===== src/design/rivec_consts.svh =====
// Constants for the reset and interrupt vectoring block.
// Behaviour
// RULE_01 - Twelve sources plus reset, each own vector.
// RULE_02 - Service needs own enable and global enable; vectors 8 to 12 have no own enable here, only the global one.
// RULE_03 - Lowest vector address wins among pending.
// RULE_04 - All resets go to vector zero.
// RULE_05 - External request 0 vector 1, request 1 vector 2.
// RULE_06 - Timer1 overflow, mask bit 7, vector 6.
// RULE_07 - Timer1 match A, mask bit 6, vector 4.
// RULE_08 - Timer1 match B, mask bit 5, vector 5.
// RULE_09 - Capture event, mask bit 3, vector 3.
// RULE_10 - Remaining sources take vectors seven to twelve.
// RULE_11 - Mask resets zero; bits 4,2,0 read zero.
// RULE_12 - Qualifying pin 0 edge sets flag bit 6.
// RULE_13 - Flag clears on vectoring or written one.
// RULE_14 - Level sensing holds request 0 flag cleared.
// RULE_15 - Start-up 256 or 16K watchdog cycles.
// RULE_16 - Hold core in reset until delay elapses.
// RULE_17 - Low reset pin keeps device in reset.
// RULE_18 - Set flag plus enables jumps to vector.
// RULE_19 - Taking clears global enable; return sets it.
// RULE_20 - Select at boundaries; flag clears when taken.
`ifndef RIVEC_CONSTS_SVH
`define RIVEC_CONSTS_SVH
`define RIVEC_ADDR_TIMER_MASK 6'h39
`define RIVEC_ADDR_GEN_MASK 6'h3b
`define RIVEC_ADDR_EXT_FLAG 6'h3a
`define RIVEC_ADDR_STATUS 6'h3f
`define RIVEC_ADDR_EXT_CTRL 6'h35
`define RIVEC_TIMER_MASK_RW 8'hea
`define RIVEC_TIMER_MASK_RST 8'h00
`define RIVEC_BIT_T1_OVF 7
`define RIVEC_BIT_T1_MA 6
`define RIVEC_BIT_T1_MB 5
`define RIVEC_BIT_T1_CAP 3
`define RIVEC_BIT_T0_OVF 1
`define RIVEC_BIT_EXT0 6
`define RIVEC_BIT_EXT1 7
`define RIVEC_BIT_GIE 7
`define RIVEC_NUM_SRC 12
`define RIVEC_START_FAST 16'h0100
`define RIVEC_START_SLOW 16'h4000
`endif


===== src/design/rivec_pkg.sv =====
// Types for the reset and interrupt vectoring block.
package rivec_pkg;
    typedef enum logic [1:0] {RIVEC_RESET, RIVEC_START, RIVEC_RUN} rivec_mode_t;
    typedef struct packed {
        logic [11:0] pend;
        logic [11:0] ack;
    } rivec_src_t;
    typedef struct packed {
        rivec_mode_t mode;
        logic [15:0] start_cnt;
        logic [2:0] wdo_sync;
        logic [2:0] pin_sync;
        logic ext0_prev;
        logic [7:0] timer_mask;
        logic [7:0] gen_mask;
        logic ext0_flag;
        logic gie;
        logic [1:0] ext0_sense;
        logic [7:0] rdata;
        logic core_reset;
        logic take;
        logic [3:0] vector;
        logic [11:0] ack;
    } rivec_state_t;
endpackage


===== src/design/rivec_top.sv =====
// Reset hold-off, interrupt gating, priority and vector selection.
`timescale 1ns/1ns
`default_nettype none
`include "rivec_consts.svh"
module rivec_top
(
    input wire logic I_CLK_SYS,
    input wire logic I_RST_N,
    input wire logic I_POWER_ON_RST,
    input wire logic I_WATCHDOG_RST,
    input wire logic I_WDOG_OSC,
    input wire logic I_FAST_START_FUSE,
    input wire logic I_EXT_REQUEST_0,
    input wire logic I_EXT_REQ1_PEND,
    input wire logic I_T1_CAPTURE_FLAG,
    input wire logic I_T1_MATCH_A_FLAG,
    input wire logic I_T1_MATCH_B_FLAG,
    input wire logic I_T1_OVERFLOW_FLAG,
    input wire logic I_T0_OVERFLOW_FLAG,
    input wire logic I_SPI_DONE,
    input wire logic I_UART_RX_DONE,
    input wire logic I_UART_DATA_EMPTY,
    input wire logic I_UART_TX_DONE,
    input wire logic I_ANA_COMP,
    input wire logic I_INSTR_BOUNDARY,
    input wire logic I_RETURN_FROM_IRQ,
    input wire logic [5:0] I_ADDR,
    input wire logic [7:0] I_WDATA,
    input wire logic I_WR,
    input wire logic I_RD,
    output logic [7:0] O_RDATA,
    output logic O_CORE_RESET,
    output logic O_IRQ_TAKE,
    output logic [3:0] O_IRQ_VECTOR,
    output logic [11:0] O_IRQ_ACK
);
    rivec_pkg::rivec_state_t st;
    rivec_pkg::rivec_state_t next_st;
    logic [11:0] req;
    logic [11:0] en;
    logic [11:0] live;
    logic wdo_rise;
    logic ext0_edge;
    logic [3:0] sel;
    logic any;
    logic [15:0] limit;

    always_comb
    begin
        wdo_rise = st.wdo_sync[1] && !st.wdo_sync[2];
        // The pin level counts only once the second and third stages agree.
        case (st.ext0_sense)
            2'b10: ext0_edge = st.ext0_prev && !st.pin_sync[1] && !st.pin_sync[2];
            2'b11: ext0_edge = !st.ext0_prev && st.pin_sync[1] && st.pin_sync[2];
            default: ext0_edge = 1'b0;
        endcase
        limit = I_FAST_START_FUSE ? `RIVEC_START_FAST : `RIVEC_START_SLOW; // RULE_15
        // Index i holds the source at vector i+1.
        req = {I_ANA_COMP, I_UART_TX_DONE, I_UART_DATA_EMPTY, I_UART_RX_DONE,
               I_SPI_DONE, I_T0_OVERFLOW_FLAG, I_T1_OVERFLOW_FLAG,
               I_T1_MATCH_B_FLAG, I_T1_MATCH_A_FLAG, I_T1_CAPTURE_FLAG,
               I_EXT_REQ1_PEND,
               (st.ext0_sense == 2'b00) ? 1'b0 : st.ext0_flag}; // RULE_01 RULE_10
        if (st.ext0_sense == 2'b00)
        begin
            req[0] = 1'b0;
        end
        en = {5'h00, st.timer_mask[`RIVEC_BIT_T0_OVF],
              st.timer_mask[`RIVEC_BIT_T1_OVF], st.timer_mask[`RIVEC_BIT_T1_MB],
              st.timer_mask[`RIVEC_BIT_T1_MA], st.timer_mask[`RIVEC_BIT_T1_CAP],
              st.gen_mask[`RIVEC_BIT_EXT1], st.gen_mask[`RIVEC_BIT_EXT0]}; // RULE_05 RULE_06 RULE_07 RULE_08 RULE_09
        en[11:7] = 5'h1f;
        live = (st.gie ? (req & en) : 12'h000); // RULE_02 RULE_18
        sel = 4'h0;
        any = 1'b0;
        for (int i = 11; i >= 0; i--)
        begin
            if (live[i])
            begin
                sel = 4'(i + 1); // RULE_03
                any = 1'b1;
            end
        end
    end

    always_comb
    begin
        next_st = st;
        next_st.wdo_sync = {st.wdo_sync[1:0], I_WDOG_OSC};
        next_st.pin_sync = {st.pin_sync[1:0], I_EXT_REQUEST_0};
        if (st.pin_sync[1] == st.pin_sync[2])
        begin
            next_st.ext0_prev = st.pin_sync[2];
        end
        next_st.take = 1'b0;
        next_st.ack = 12'h000;
        next_st.rdata = 8'h00;
        case (st.mode)
            rivec_pkg::RIVEC_RESET:
            begin
                next_st.mode = rivec_pkg::RIVEC_START;
                next_st.start_cnt = 16'h0000;
                next_st.core_reset = 1'b1;
            end
            rivec_pkg::RIVEC_START:
            begin
                next_st.core_reset = 1'b1;
                if (wdo_rise)
                begin
                    next_st.start_cnt = st.start_cnt + 16'h0001; // RULE_16
                end
                if (st.start_cnt >= limit)
                begin
                    next_st.mode = rivec_pkg::RIVEC_RUN;
                    next_st.core_reset = 1'b0;
                    next_st.vector = 4'h0; // RULE_04
                end
            end
            rivec_pkg::RIVEC_RUN:
            begin
                next_st.core_reset = 1'b0;
                if (I_RETURN_FROM_IRQ)
                begin
                    next_st.gie = 1'b1; // RULE_19
                end
                if (I_INSTR_BOUNDARY && any) // RULE_20
                begin
                    next_st.take = 1'b1;
                    next_st.vector = sel;
                    next_st.ack[sel - 4'h1] = 1'b1;
                    next_st.gie = 1'b0; // RULE_19
                end
            end
            default: next_st.mode = rivec_pkg::RIVEC_RESET;
        endcase
        if (I_WR)
        begin
            case (I_ADDR)
                `RIVEC_ADDR_TIMER_MASK: next_st.timer_mask = I_WDATA & `RIVEC_TIMER_MASK_RW; // RULE_11
                `RIVEC_ADDR_GEN_MASK: next_st.gen_mask = I_WDATA & 8'hc0;
                `RIVEC_ADDR_STATUS: next_st.gie = I_WDATA[`RIVEC_BIT_GIE];
                `RIVEC_ADDR_EXT_CTRL: next_st.ext0_sense = I_WDATA[1:0];
                default: next_st.gie = next_st.gie;
            endcase
        end
        if (I_WR && (I_ADDR == `RIVEC_ADDR_EXT_FLAG) && I_WDATA[`RIVEC_BIT_EXT0])
        begin
            next_st.ext0_flag = 1'b0; // RULE_13
        end
        if (next_st.take && (sel == 4'h1))
        begin
            next_st.ext0_flag = 1'b0; // RULE_13 RULE_20
        end
        if (ext0_edge)
        begin
            next_st.ext0_flag = 1'b1; // RULE_12
        end
        if (st.ext0_sense == 2'b00)
        begin
            next_st.ext0_flag = 1'b0; // RULE_14
        end
        if (I_RD)
        begin
            case (I_ADDR)
                `RIVEC_ADDR_TIMER_MASK: next_st.rdata = st.timer_mask; // RULE_11
                `RIVEC_ADDR_GEN_MASK: next_st.rdata = st.gen_mask;
                `RIVEC_ADDR_EXT_FLAG: next_st.rdata = {1'b0, st.ext0_flag, 6'h00};
                `RIVEC_ADDR_STATUS: next_st.rdata = {st.gie, 7'h00};
                `RIVEC_ADDR_EXT_CTRL: next_st.rdata = {6'h00, st.ext0_sense};
                default: next_st.rdata = 8'h00;
            endcase
        end
    end

    // Any reset source restarts the hold-off; the pin is asynchronous.
    always_ff @(posedge I_CLK_SYS or negedge I_RST_N)
    begin
        if (!I_RST_N) // RULE_17
        begin
            st <= '0;
            st.mode <= rivec_pkg::RIVEC_RESET;
            st.core_reset <= 1'b1;
            st.timer_mask <= `RIVEC_TIMER_MASK_RST;
        end
        else if (I_POWER_ON_RST || I_WATCHDOG_RST) // RULE_04
        begin
            st <= '0;
            st.mode <= rivec_pkg::RIVEC_RESET;
            st.core_reset <= 1'b1;
        end
        else
        begin
            st <= next_st;
        end
    end

    assign O_RDATA = st.rdata;
    assign O_CORE_RESET = st.core_reset;
    assign O_IRQ_TAKE = st.take;
    assign O_IRQ_VECTOR = st.vector;
    assign O_IRQ_ACK = st.ack;
endmodule
`default_nettype wire


===== config.mk =====
export PLATFORM = sky130hd
export DESIGN_NAME = rivec_top
export DESIGN_NICKNAME = d
export VERILOG_FILES = /design/src/design/rivec_pkg.sv /design/src/design/rivec_top.sv
export VERILOG_INCLUDE_DIRS = /design/src /design/src/design
export SDC_FILE = /design/constraint.sdc
export NUM_CORES = 1
export LEC_CHECK = 0
export ABC_CLOCK_PERIOD_IN_PS = 2200
export BUFFER_PORTS_ARGS = -buffer_cell sky130_fd_sc_hd__clkbuf_2
export CORE_MARGIN = 3
export CORE_UTILIZATION = 40
export CTS_CLUSTER_DIAMETER = 100
export DETAILED_ROUTE_END_ITERATION = 16
export PLACE_DENSITY = 0.69
export SETUP_SLACK_MARGIN = 0.3
export SLEW_MARGIN = 20
export SYNTH_ARGS = -nofsm -noshare
export SYNTH_HDL_FRONTEND = slang
export SYNTH_SLANG_ARGS = --single-unit

===== constraint.sdc =====
create_clock -name I_CLK_SYS -period 2.2 [get_ports I_CLK_SYS]
set_clock_uncertainty 0.05 [all_clocks]
set_input_delay 0.22 -clock I_CLK_SYS [delete_from_list [all_inputs] [get_ports I_CLK_SYS]]
set_output_delay 0.22 -clock I_CLK_SYS [all_outputs]
set_load 0.02 [all_outputs]

# ---- After elaboration in Yosys (flattened, before gate mapping)
# Index checks and enable logic that the tools add are counted.
# W data, S select, Z words.
dict set report word_totals {
  ff_bits 71
  in_bits 36
  output_inout_bits 26
  word_cells 126
}
dict set report op_classes {
  n_addsub 2
  order_cmp 3
  n_eq_ne 15
  n_mux 58
  n_bitwise 1
  n_reduce_logical 32
}
# cell n
set ops {}
lappend ops {{$mux W71} 1}
lappend ops {{$mux W4} 13}
lappend ops {{$pmux W8 S5} 1}
lappend ops {{$mux W16} 2}
lappend ops {{$pmux W16 S2} 1}
lappend ops {{$eq A6 B6 Y1 const B} 5}
lappend ops {{$mux W1} 25}
lappend ops {{$mux W12} 2}
lappend ops {{$mux W8} 3}
lappend ops {{$mux W17} 1}
lappend ops {{$add A16 B1 Y16 const B} 1}
lappend ops {{$ge A16 B15 Y1} 1}
lappend ops {{$mux W15} 1}
lappend ops {{$and A12 B12 Y12} 1}
lappend ops {{$logic_and A1 B1 Y1} 10}
lappend ops {{$reduce_and A2 Y1} 5}
lappend ops {{$reduce_bool A2 Y1} 5}
lappend ops {{$ne A3 B3 Y1 const B} 3}
lappend ops {{$pmux W4 S2} 1}
lappend ops {{$eq A2 B2 Y1 const B} 3}
lappend ops {{$pmux W2 S3} 1}
lappend ops {{$reduce_bool A3 Y1} 2}
lappend ops {{$lt A4 B5 Y1 const B} 1}
lappend ops {{$reduce_bool A5 Y1} 1}
lappend ops {{16 further kinds} 21}

# ---- Depth between registers and ports, before layout
dict set report logic_depth {
  word_depth 28
  depth_mapped 7
  ltp_nobuf 7
}

# ---- Worst setup path before layout
# Ideal clock, no wire load.
dict set report synth_path {
  kind {register -> register}
  start {reg st[69] (netlist bit)}
  end {reg st, in the netlist O_IRQ_ACK[5]}
  setup_ns 0.122
  t_arrival_ns 1.786
  required_time_ns 2.028
  slack_ns 0.243
  path_stages_with_launch 7
  path_buffers 1
  period_less_slack_ns 1.957
  path_cell_list {dfrtp_1 > inv_1 > ha_1 > clkbuf_1 > nand3_1 > a2111o_1 > a2111oi_1}
}
dict set report synth_between {
  elab_chain_cells 3
}
# element line_no
set synth_lines {}
lappend synth_lines {{from (decl)} rivec_top.sv:37} ;# rivec_pkg::rivec_state_t st;
lappend synth_lines {{from (signal assigned)} rivec_top.sv:193} ;# st <= next_st;
lappend synth_lines {{$eq A2 B2 Y1} rivec_top.sv:98} ;# case (st.mode)
lappend synth_lines {{$mux W12} rivec_top.sv:98}
lappend synth_lines {{$mux W71} rivec_top.sv:185} ;# else if (I_POWER_ON_RST || I_WATCHDOG_RST)
# Every way passes these cells.
# A chain may end at the register's enable or synchronous reset.

# ---- Worst setup path after layout
dict set report layout_path {
  start {reg st[61] (netlist bit)}
  end {reg st[70] (netlist bit)}
}
dict set report layout_between {
  elab_chain_cells 3
}
# element line_no
set layout_lines {}
lappend layout_lines {{$ge A16 B15 Y1} rivec_top.sv:112} ;# if (st.start_cnt >= limit)
lappend layout_lines {{$ne A3 B3 Y1 (no line)} n/a}
lappend layout_lines {{$reduce_and A2 Y1 (no line)} n/a}
# Every way passes these cells.

==> impl_metrics.tcl <==
set metrics [dict create \
    synth-main-ff-cell "dfrtp_1" \
    drv_slew 0 \
    pwr-share-seq_pct 46.9 \
    crit_fanout 3 \
    p_leak_uw 0.00184 \
    fin_crit_ns 1.88 \
    grt_max_degree 37 \
    worst_slew_pin_slew_ns 0.645 \
    via_per_inst 5.42 \
    post_drt_wl_per_cell_microns 15.1 \
    arrival_ns 2.05 \
    post-route-period-util_pct 85.6 \
    outcome "finished, final reports clean" \
    cts_buffers 9 \
    drive_gt1_share_pct 34.1 \
    synth_edf_count 0 \
    fp-row-count 32 \
    synth_warnings 0 \
    synthCells 345 \
    wl_microns 7810 \
    switching_share_pct 23.5 \
    critical_path.max_stage_delay_ns 0.37 \
    layout.nets 454 \
    ir_worst_vdd_mv 0.487 \
    cts.sinks 60 \
    htreeDepth 3 \
    place_area_sq_um 3600 \
    final_area_sq_um 4090 \
    place_congestion 0.870 \
    worstReg2RegStart "st[61]" \
    start_util_pct 42.1 \
    synth.yosys.seq_area_share_pct 45.3 \
    cts-root-buf "clkbuf_8" \
    critical_path.cell_chain "inv_2 > ha_4 > nor4bb_4 > a211oi_4 > buf_4 > o21ba_4 > o21ai_2 > a21oi_2" \
    powerDensity_nw_per_um2 581 \
    cp-start-kind "flop" \
    worst_setup_path_end_kind "flop" \
    antenna_found_initial 0 \
    clk_latency_ns 0.34 \
    grt_pass1_vias 2666 \
    postRouteAntennaNets 0 \
    critical-path-top-delay-family "compound AO/OA/AOI/OAI gates" \
    p_int_uw 1820 \
    grt.total_usage_pct 16.3 \
    yosys.cell_types.count 69 \
    finalWorstSetupSlack_ns 0.317 \
    switchingPower_uw 560 \
    die_x_microns 97.1 \
    whs_ns 0.0393 \
    first_iter_violations 135 \
    netlist_area_sq_um 3320 \
    cts_buffer_depth 2 \
    hold_class "input pin to flop" \
    fmaxAchievable_ghz 0.531 \
    antenna_cells 0 \
    hold_path.startpoint "I_EXT_REQUEST_0" \
    hold_viol_final 0 \
    cts_tree "yes" \
    syn2layout_area_growth_pct 23.2 \
    fp.dieArea_sq_um 9420 \
    ys_seq_elements 60 \
    crit_start "st[61]" \
    clkTransAtPathRegs_ns 0.07 \
    p_comb_share_pct 7.8 \
    die_h_microns 97.1 \
    cp_num_buf_inv 2 \
    post-route-drc-count 0 \
    worstPathRequired_ns 2.37 \
    max-cap-violations 0 \
    grt_pass1_wl_microns 12700 \
    rsz0062_at_grt "yes" \
    grt.overflow.total 0 \
    synthArstFlopShare_pct 100 \
    fin_setup_tns_ns 0 \
    num_vias 2799 \
    p_clk_share_pct 45.4 \
    hpwl_microns 5440 \
    setup_violations 0 \
    cp_slowest_cell "dfrtp_1" \
    crit_type "flop to flop" \
    relSlewSlack_pct 57.0 \
    syn_avg_cell_area_sq_um 9.62 \
    first_pass_iters 4 \
    port_buffers 57 \
    boundaryPins 62 \
    post-place-ws_ns 0.183 \
    design.core.area_sq_um 7890 \
]
sequential cells by signal (all words and copies together), names as in the netlist:
signal	count
O_CORE_RESET	1
O_IRQ_TAKE	1
O_RDATA	6
next_st	4
st	25
O_IRQ_ACK	12
O_IRQ_VECTOR	4
en	7
path summary, 6_finish.rpt:
path / endpoint / slack, ns / depth (start not counted)
max in group asynchronous: O_CORE_RESET / 1.04 / 3
max: st[70] / 0.32 / 8
min: next_st[48] / 0.04 / 2
min in group asynchronous: O_RDATA[1] / 0.38 / 2
max reg2reg: st[70] / 0.32 / 8
min reg2reg: next_st[49] / 0.40 / 1
worst register-to-register path: stages (launching register included):
cell and delay, ns:
dfrtp_1 0.37, inv_2 0.07, ha_4 0.26, nor4bb_4 0.34, a211oi_4 0.12, buf_4 0.16, o21ba_4 0.20, o21ai_2 0.14
a21oi_2 0.06
layer usage:
layer  routed length [microns]  part of all wire [%]  track usage (%)  up-vias
met2                      3910                    50             27.6       84
li1                          -                     -                -     1350
met3                       444                   5.7             5.74        7
met4                        70                  0.90             3.24        0
met1                      3390                    43             20.0     1358
met5                         0                     0                0        -
cell usage in the layout (no fill, tap or decap), drive strengths merged, types with 3 or more instances in the layout:
cell type  count
xor2           6
nand3b         4
nor4           4
a22oi          3
inv           10
nor3          11
ha             9
nor2          30
nand3         13
o21ai         20
buf           26
a22o           6
clkbuf        67
mux2i          5
dfrtp         59
nand4         10
a31oi          5
a21oi         20
o41ai          3
nand2         37
and2          10
and3           8
synth_stat cells, types with 4 or more instances:
| cell type | n | area (sq um) |
|---|---|---|
| dfrtp_1 | 59 | 1480 |
| nand2_1 | 36 | 135 |
| nor2_1 | 29 | 109 |
| buf_4 | 24 | 180 |
| a21oi_1 | 18 | 90.1 |
| o21ai_0 | 18 | 90.1 |
| nand3_1 | 13 | 65.1 |
| inv_1 | 10 | 37.5 |
| nand4_1 | 10 | 62.6 |
| nor3_1 | 10 | 50.1 |
| and2_1 | 9 | 56.3 |
| ha_1 | 9 | 113 |
| and3_1 | 8 | 50.1 |
| clkbuf_1 | 6 | 22.5 |
| xor2_1 | 6 | 52.6 |
| a22o_1 | 5 | 43.8 |
| a31oi_1 | 5 | 31.3 |
| mux2i_1 | 5 | 50.1 |
| nand3b_1 | 4 | 30.0 |
metrics by stage:
stage | power (uW) | instances | utilization [%]
6_report | 2380 | 516 | 51.8
5_1_grt | 2480 | 516 | 51.8
4_1_cts | 2390 | 504 | 49.6
3_5_place_dp | 1300 | 483 | 45.7
3_3_place_gp | 1290 | 483 | 45.7
2_1_floorplan | 1210 | 346 | -
power by group through the flow:
stage	combinational, uW	sequential [uW]	clock, uW
floorplan	74.9	1130	0
global placement	161	1130	0
detailed placement	163	1130	0
CTS	172	1110	1110
global route	205	1110	1160
finish	184	1110	1080
cells by family (layout without fill, tap and decap cells):
| group | after synthesis | count (layout) | synth area share, % |
|---|---|---|---|
| other | 1 | 2 | 0.113 |
| DFF | 60 | 60 | 45.3 |
| muxes | 6 | 6 | 1.85 |
| AOI/OAI and AO/OA | 77 | 77 | 17.0 |
| xor gates and xnor gates | 7 | 7 | 1.85 |
| adders and majority gates | 9 | 9 | 3.39 |
| and+or+nand+nor | 143 | 143 | 22.8 |
| buffers and inverters | 42 | 110 | 7.73 |
timing repair:
| action | CTS | global route |
|---|---|---|
| gates resized for setup | 10 | 22 |
| hold buffers | 1 | 0 |
| endpoints found under the hold margin | 24 | 0 |
| setup buffers | 4 | 12 |
| setup endpoints to repair | 12 | 20 |
| pin swaps | 6 | 10 |
area by class of cell:
| class | count | area [sq um] |
|---|---|---|
| Tap cell | 102 | 128 |
| Inverter | 10 | 37.5 |
| Clock inverter | 6 | 88.8 |
| Multi-Input combinational cell | 244 | 1700 |
| Fill cell | 708 | 3800 |
| Timing Repair Buffer | 84 | 503 |
| Clock buffer | 10 | 128 |
| Sequential cell | 60 | 1510 |
Note: power is estimated with default switching activity, not from simulation.
